===== config.mk =====
export PLATFORM = sky130hd
export DESIGN_NAME = lcr_regs
export DESIGN_NICKNAME = d
export VERILOG_FILES = /design/src/design/lcr_timeout.v /design/src/design/lcr_regs.v
export VERILOG_INCLUDE_DIRS = /design/src /design/src/design
export SDC_FILE = /design/constraint.sdc
export NUM_CORES = 1
export LEC_CHECK = 0
export BUFFER_PORTS_ARGS = -buffer_cell sky130_fd_sc_hd__clkbuf_2
export CAP_MARGIN = 20
export CORE_UTILIZATION = 62
export DETAILED_ROUTE_END_ITERATION = 12
export PLACE_DENSITY = 0.95
export SYNTH_ARGS = -nofsm -noshare
export SYNTH_HDL_FRONTEND = slang
export SYNTH_SLANG_ARGS = --single-unit

===== constraint.sdc =====
create_clock -name clk -period 3.3 [get_ports clk]
set_input_delay 0.495 -clock clk [delete_from_list [all_inputs] [get_ports clk]]
set_output_delay 0.495 -clock clk [all_outputs]
set_load 0.05 [all_outputs]

===== src/design/lcr_consts.vh =====
// Constants for the link control configuration register bank.
// Assumes a 200 MHz device clock and 8-bit register access.
`ifndef LCR_CONSTS_VH
`define LCR_CONSTS_VH

// Register offsets.
`define LCR_OFS_GENERAL 8'h03
`define LCR_OFS_TIMEOUT 8'h04
`define LCR_OFS_SERIAL 8'h05
`define LCR_OFS_RESET 8'h01

// Reset values.
`define LCR_RST_GENERAL 8'hF0
`define LCR_RST_TIMEOUT 8'hFE
`define LCR_RST_SERIAL 8'h1E

// Field positions.
`define LCR_BIT_CRC 6
`define LCR_BIT_PULL 5
`define LCR_BIT_FILTER 4
`define LCR_BIT_FWD_MATCH 3
`define LCR_BIT_AUTO_ACK 2
`define LCR_BIT_GATE 1
`define LCR_BIT_TO_OFF 0
`define LCR_BIT_FWD_ALL 7
`define LCR_BIT_FULL_RESET 1

// Timing: timeout unit 2 ms at 5 ns period.
`define LCR_CLK_PERIOD_NS 5
`define LCR_TO_UNIT_NS 2000000
`define LCR_TO_UNIT_CYC (`LCR_TO_UNIT_NS / `LCR_CLK_PERIOD_NS)
`define LCR_HOLD_UNIT_NS 50
`define LCR_HOLD_UNIT_CYC (`LCR_HOLD_UNIT_NS / `LCR_CLK_PERIOD_NS)
`define LCR_GLITCH_UNIT_NS 5
`define LCR_GLITCH_UNIT_CYC (`LCR_GLITCH_UNIT_NS / `LCR_CLK_PERIOD_NS)
`define LCR_FILTER_SINGLE 3'h2
`define LCR_FILTER_DUAL 3'h4

`endif


===== src/design/lcr_timeout.v =====
// Control channel watchdog: counts 2 ms ticks while a transaction runs.
// Assumes busy is a same-clock level held for the whole transaction.
`timescale 1ns/10ps
`include "lcr_consts.vh"
module lcr_timeout #(
    parameter UNIT_CYC = `LCR_TO_UNIT_CYC
) (
    // Clock and reset.
    input wire clk,
    input wire rst_n,
    input wire softReset,
    // Settings.
    input wire [6:0] limit,
    input wire stopCount,
    // Transaction state.
    input wire busy,
    output reg expire
);

reg [18:0] unitCount;
reg [6:0] tickCount;
wire tick;

// ----------------------------------------------------------------
// Tick divider and counter
// ----------------------------------------------------------------
assign tick = (unitCount == UNIT_CYC - 1);

// terminate late transactions.
// Count only while busy; a limit of zero never expires, which is safer
// than killing every transaction at once.
always @(posedge clk or negedge rst_n) begin
    if (!rst_n) begin
        unitCount <= 19'h00000;
        tickCount <= 7'h00;
        expire <= 1'b0;
    end else if (softReset || !busy || stopCount) begin
        unitCount <= 19'h00000;
        tickCount <= 7'h00;
        expire <= 1'b0;
    end else begin
        expire <= 1'b0;
        if (tick) begin
            unitCount <= 19'h00000;
            if (tickCount + 7'h01 == limit && limit != 7'h00) begin
                expire <= 1'b1;
                tickCount <= 7'h00;
            end else begin
                tickCount <= tickCount + 7'h01;
            end
        end else begin
            unitCount <= unitCount + 19'h00001;
        end
    end
end

endmodule


===== src/design/lcr_regs.v =====
// Link control configuration registers with byte access, sync pulse
// filtering and the control channel watchdog.
// Assumes an on-chip serial-bus slave delivers byte reads and writes.
`timescale 1ns/10ps
`include "lcr_consts.vh"
module lcr_regs (
    // Clock and reset.
    input wire clk,
    input wire rst_n,
    // Register access from the serial-bus slave.
    input wire regWrite,
    input wire regRead,
    input wire [7:0] regAddr,
    input wire [7:0] regWdata,
    output reg [7:0] regRdata,
    // Link state.
    input wire dualLane,
    input wire protectedPeer,
    input wire addrMatch,
    input wire ctrlBusy,
    // Raw sync and valid pins.
    input wire dataValidPin,
    input wire lineSyncPin,
    input wire frameSyncPin,
    // Settings delivered to the datapath.
    output reg backCrcGenOn,
    output reg undrivenInputPullDir,
    output reg forwardTransaction,
    output reg autoAck,
    output reg pixelGateByValid,
    output reg [2:0] holdTime,
    output reg [3:0] glitchDepth,
    // Filtered sync and valid, watchdog abort.
    output reg dataValid,
    output reg lineSync,
    output reg frameSync,
    output reg ctrlAbort
);

reg [7:0] generalCfg;
reg [7:0] timeoutCtrl;
reg [7:0] serialCtrl;
reg softReset;
reg [2:0] syncMeta;
reg [2:0] syncIn;
reg [2:0] syncLast;
reg [2:0] runLen0;
reg [2:0] runLen1;
reg [2:0] runLen2;
wire expire;
wire [2:0] filterLen;

// ----------------------------------------------------------------
// Register file
// ----------------------------------------------------------------
// full logic reset.
// The reset bit self-clears; its pulse reloads the general, timeout and serial registers next cycle.
// reserved bits stored.
// All eight bits of the general, timeout and serial registers are writable, so reserved bits keep
// whatever was written.
always @(posedge clk or negedge rst_n) begin
    if (!rst_n) begin
        generalCfg <= `LCR_RST_GENERAL;
        timeoutCtrl <= `LCR_RST_TIMEOUT;
        serialCtrl <= `LCR_RST_SERIAL;
        softReset <= 1'b0;
    end else if (softReset) begin
        generalCfg <= `LCR_RST_GENERAL;
        timeoutCtrl <= `LCR_RST_TIMEOUT;
        serialCtrl <= `LCR_RST_SERIAL;
        softReset <= 1'b0;
    end else if (regWrite) begin
        case (regAddr)
            `LCR_OFS_GENERAL: generalCfg <= regWdata;
            `LCR_OFS_TIMEOUT: timeoutCtrl <= regWdata;
            `LCR_OFS_SERIAL: serialCtrl <= regWdata;
            `LCR_OFS_RESET: softReset <= regWdata[`LCR_BIT_FULL_RESET];
            default: softReset <= 1'b0;
        endcase
    end
end

// Read data; the reset bit always reads zero, unmapped reads zero.
always @(posedge clk or negedge rst_n) begin
    if (!rst_n) begin
        regRdata <= 8'h00;
    end else if (regRead) begin
        case (regAddr)
            `LCR_OFS_GENERAL: regRdata <= generalCfg;
            `LCR_OFS_TIMEOUT: regRdata <= timeoutCtrl;
            `LCR_OFS_SERIAL: regRdata <= serialCtrl;
            default: regRdata <= 8'h00;
        endcase
    end
end

// ----------------------------------------------------------------
// Settings outputs
// ----------------------------------------------------------------
always @(posedge clk or negedge rst_n) begin
    if (!rst_n) begin
        backCrcGenOn <= 1'b1;
        undrivenInputPullDir <= 1'b1;
        forwardTransaction <= 1'b0;
        autoAck <= 1'b0;
        pixelGateByValid <= 1'b0;
        holdTime <= 3'h1;
        glitchDepth <= 4'hE;
    end else begin
        backCrcGenOn <= generalCfg[`LCR_BIT_CRC];
        undrivenInputPullDir <= generalCfg[`LCR_BIT_PULL];
        forwardTransaction <= serialCtrl[`LCR_BIT_FWD_ALL] ||
            (generalCfg[`LCR_BIT_FWD_MATCH] && addrMatch);
        autoAck <= generalCfg[`LCR_BIT_AUTO_ACK];
        // pixel gating policy.
        // A protected peer forces gating, so the bit only matters otherwise.
        pixelGateByValid <= protectedPeer || generalCfg[`LCR_BIT_GATE];
        holdTime <= serialCtrl[6:4];
        glitchDepth <= serialCtrl[3:0];
    end
end

// ----------------------------------------------------------------
// Sync and valid pulse filter
// ----------------------------------------------------------------
// Pins are asynchronous, so two flops precede the filter.
always @(posedge clk or negedge rst_n) begin
    if (!rst_n) begin
        syncMeta <= 3'h0;
        syncIn <= 3'h0;
    end else begin
        syncMeta <= {frameSyncPin, lineSyncPin, dataValidPin};
        syncIn <= syncMeta;
    end
end

assign filterLen = dualLane ? `LCR_FILTER_DUAL : `LCR_FILTER_SINGLE;

// Saturating run length of the current level.
function [2:0] nextRun;
    input [2:0] run;
    input same;
    begin
        if (!same)
            nextRun = 3'h1;
        else if (run == 3'h7)
            nextRun = run;
        else
            nextRun = run + 3'h1;
    end
endfunction

// reject short pulses.
// With the filter bit set, a new level passes only after it held filterLen clocks; this costs a
// fixed latency of filterLen - 1 clocks on every edge.
always @(posedge clk or negedge rst_n) begin
    if (!rst_n) begin
        syncLast <= 3'h0;
        runLen0 <= 3'h0;
        runLen1 <= 3'h0;
        runLen2 <= 3'h0;
        dataValid <= 1'b0;
        lineSync <= 1'b0;
        frameSync <= 1'b0;
    end else begin
        syncLast <= syncIn;
        runLen0 <= nextRun(runLen0, syncIn[0] == syncLast[0]);
        runLen1 <= nextRun(runLen1, syncIn[1] == syncLast[1]);
        runLen2 <= nextRun(runLen2, syncIn[2] == syncLast[2]);
        if (!generalCfg[`LCR_BIT_FILTER]) begin
            dataValid <= syncIn[0];
            lineSync <= syncIn[1];
            frameSync <= syncIn[2];
        end else begin
            if (nextRun(runLen0, syncIn[0] == syncLast[0]) >= filterLen)
                dataValid <= syncIn[0];
            if (nextRun(runLen1, syncIn[1] == syncLast[1]) >= filterLen)
                lineSync <= syncIn[1];
            if (nextRun(runLen2, syncIn[2] == syncLast[2]) >= filterLen)
                frameSync <= syncIn[2];
        end
    end
end

// ----------------------------------------------------------------
// Control channel watchdog
// ----------------------------------------------------------------
// timeout field.
lcr_timeout u_timeout (
    .clk(clk),
    .rst_n(rst_n),
    .softReset(softReset),
    .limit(timeoutCtrl[7:1]),
    .stopCount(timeoutCtrl[`LCR_BIT_TO_OFF]),
    .busy(ctrlBusy),
    .expire(expire)
);

always @(posedge clk or negedge rst_n) begin
    if (!rst_n)
        ctrlAbort <= 1'b0;
    else
        ctrlAbort <= expire;
end

endmodule


==> reports/qor.log <==
INFO  sta            tightestPinTransition=0.818ns
INFO  sta            tns=0ns
INFO  floorplan      die-width=85.5um
INFO  floorplan      dieHeight=85.5um
INFO  critical_path  crit_path_max_incr_delay=0.46ns
INFO  sta            worst_slew_margin_rel=45.3%
INFO  floorplan      core_area=6760squm
INFO  critical_path  critPathSlowestCell=dfrtp_1
INFO  detailed_routing drt-wirelength-per-cell=17.0um
INFO  clocking       clock_tree.root_cell=clkbuf_8
INFO  pwr            comb_power_share=13.9%
INFO  pwr            power.density=495nW/um^2
INFO  synth          seq_area_frac_synth=55.0%
INFO  synth          synthFlopType=dfrtp_1
INFO  pwr            clock_power_share=31.6%
INFO  detailed_routing routed-via-count=3262
INFO  detailed_routing via_per_inst=6.01
INFO  placed_design  dp_hpwl=6570um
INFO  run_status     outcome=completed
INFO  layout         fillers=443
INFO  grt            globalRouteTotalUtil=28.0%
INFO  critical_path  r2r-end=u_timeout.tickCount[5]
INFO  synth          avgSynthCellArea=10.6squm
INFO  synth          post_synth_instance_area=4330squm
INFO  layout         fraction_of_final_layout_cells_sized_beyond_drive_strength_1=24.4%
INFO  detailed_routing wl=9220um
INFO  clocking       cts_resized=0
INFO  layout         area.growth.synth_to_final=11.9%
INFO  clocking       tritoncts=done
INFO  detailed_routing postRouteAntennaNets=0
INFO  floorplan      num_io_pins=51
INFO  placed_design  placed_cells=527
INFO  critical_path  crit_chain=ha_1 -> xor2_1 -> a211oi_1 -> o2111ai_1 -> o31ai_2 -> buf_4 -> o21ai_0 -> a21o_1
INFO  sta            post-route-period-util=69.3%
INFO  synth          synthesis.nets=445
INFO  clocking       clock-sinks=94
INFO  critical_path  startpoint_type=flip-flop
INFO  synth          synthDistinctLibCells=53
INFO  pwr            leakage=2.29nW
INFO  critical_path  rr_worst_depth=8
INFO  critical_path  worstSetupEndpointType=flip-flop
INFO  critical_path  cp.arrival=2.53ns
INFO  pwr            switching_share=27.9%
INFO  layout         diodes=0
INFO  synth          synth_compound_gate_area_share=9.77%
INFO  pwr            power.internal=1.73mW
INFO  detailed_routing detail_route.drc_violations=0
INFO  clocking       htreeDepth=3
INFO  floorplan      fp-row-count=30
INFO  critical_path  worstPathBufferInverterCount=1
INFO  floorplan      design.die.area=7320squm
INFO  clocking       total_clock_buffers_created_by_cts=9
INFO  detailed_routing drtIter0Drc=249
INFO  grt            grt_overflow=0
INFO  placed_design  preCtsSetupSlack=0.826ns
INFO  critical_path  critical_path.reg2reg.startpoint=u_timeout.tickCount[0]
INFO  clocking       clk_transition_reported_paths=0.09ns
INFO  sta            period_minus_slack=2.29ns
INFO  critical_path  ff2ff_setup_slack=1.01ns
INFO  worst_hold_path timing.hold.worst.class=input port to asynchronous set/reset pin
INFO  pwr            power.net_switching=0.671mW
INFO  grt            grt_pass1_wl=15900um
INFO  layout         instances_no_fill=543
INFO  pwr            ir_drop=0.277mV
INFO  sta            hold_viol_final=0
INFO  synth          async_flop_share=100%
INFO  clocking       post-cts-setup-buffer-count=0
INFO  synth          synth_mux_area_share=2.49%
INFO  grt            grt_max_degree=49
INFO  grt            vias_in_the_first_global_route=3320
INFO  clocking       worstSkewPairLatency=0.36ns
INFO  sta            achievable-frequency=0.437GHz
INFO  synth          synth.ff_latch_count=94
INFO  layout         nNetsFinal=496
INFO  placed_design  number_of_port_buffers=50
INFO  synth          synth_top_family_by_area=simple AND/OR/NAND/NOR gates
INFO  sta            slew_viol_final=0
INFO  detailed_routing drt_pass1_iterations=5
INFO  flow_run       drv.max_cap_violation_count=0
INFO  critical_path  worstSetupPathType=flip-flop to flip-flop
INFO  grt            grt_antenna_before_repair=0
INFO  synth          synth_xor_area_share=6.28%
INFO  sta            final.setup_skew=0.00999ns
INFO  clocking       hold_buffers=0
INFO  critical_path  crit_path_max_fanout=12
INFO  clocking       max-clock-path-buffers=2
INFO  placed_design  gpl.final_weighted_congestion=0.884
INFO  critical_path  required=3.55ns
INFO  synth          synth_cells=407
INFO  synth          yosys.area_share.simple=20.1%
INFO  sta            final.setup.worst_slack=1.01ns
INFO  floorplan      initial_utilization=64.0%
INFO  sta            rsz0062_at_grt=no
INFO  synth          number_of_flops_mapped_to_enable_cells_by_yosys=0
INFO  layout         post-route-util=71.7%
INFO  synth          synth-adder-area-share=3.18%
INFO  sta            final-setup-viol-count=0
INFO  placed_design  dpl-instance-area=4650squm
INFO  critical_path  path_delay_family=compound AO/OA/AOI/OAI gates
INFO  pwr            power_frac_seq=54.5%
INFO  synth          yosysWarnings=0
INFO  layout         finalInstanceArea=4840squm
cell usage after synthesis, types with 8 or more instances:
cell type  instances  area [sq um]
a21oi_1            9          45.0
a22o_1             8          70.1
a22oi_1            8          60.1
clkbuf_1          10          37.5
dfrtp_1           73          1830
dfstp_2           21           552
ha_1              11           138
inv_1             19          71.3
nand2_1           57           214
nand3_1           16          80.1
nand3b_1          12          90.1
nor2_1            35           131
o22ai_1            8          50.1
xnor2_1           15           131
xor2_1            16           140
state kept, by name (all words and copies together) (netlist names), 4 cells and up:
signal,count
generalCfg,8
glitchDepth,4
regRdata,8
serialCtrl,8
timeoutCtrl,8
u_timeout.tickCount,7
u_timeout.unitCount,19
layer usage:
layer	GRT usage [%]	routed length [um]
met1	35.9	3700
met2	47.6	4690
met3	5.10	560
met4	11.2	267
met5	0	0
power by group through the flow:
stage	sequential (mW)	combinational, mW	clock, mW
3_3_place_gp	1.32	0.308	0
6_report	1.31	0.333	0.759
2_1_floorplan	1.36	0.181	0
3_5_place_dp	1.33	0.332	0
5_1_grt	1.31	0.377	0.813
4_1_cts	1.31	0.336	0.768
cells by family after synthesis:
| family | after synthesis |
|---|---|
| xor+xnor | 31 |
| flops | 94 |
| compound gates | 60 |
| fa+ha+maj | 11 |
| mux | 10 |
| buf+inv | 34 |
| simple gates | 167 |
final cells by class:
type,count,area [sq um],share of cell area [%]
Tap cell,80,100,2.07
Multi-Input combinational cell,279,1810,37.3
Inverter,19,71.3,1.47
Clock buffer,9,124,2.56
Sequential cell,94,2380,49.1
Timing Repair Buffer,55,290,5.99
Clock inverter,7,70.1,1.45
worst max path at each step:
| stage | cells past startpoint | end | startpoint | slack, ns |
|---|---|---|---|---|
| final | 8 | u_timeout.tickCount[5] | u_timeout.tickCount[0] | 1.01 |
| after global routing | 8 | u_timeout.tickCount[5] | u_timeout.tickCount[0] | 0.84 |
| after CTS | 8 | u_timeout.tickCount[5] | u_timeout.tickCount[0] | 1.02 |
| after detailed placement | 6 | serialCtrl[1] | regAddr[5] | 0.83 |
| after global placement | 6 | serialCtrl[4] | regAddr[5] | 0.90 |
| after floorplan | 8 | u_timeout.tickCount[2] | u_timeout.tickCount[0] | 1.22 |
cells in the final DEF, fill, tap and decap left out, drive strengths merged, types with 4 or more instances in the layout:
cell type  count
nand4          5
xor2          16
ha            11
dfrtp         73
or3            4
nand2         58
o21ai          9
xnor2         15
mux2           6
nor2          36
nand3b        12
nand3         17
mux2i          4
dfstp         21
a21o           5
nor3           4
a211o          4
buf            6
clkbuf        58
inv           21
a22o           8
or2            6
a21oi          9
a22oi          8
and3           5
nor4           5
o22ai          8
through the flow:
step / total power [mW] / hold WS (ns)
after detailed placement: 1.66 / 0.341
after global placement: 1.63 / 0.333
after floorplan: 1.54 / 0.199
final: 2.40 / 0.135
after CTS: 2.41 / 0.151
after global routing: 2.50 / 0.178
Power figures use the tool's default switching activity.
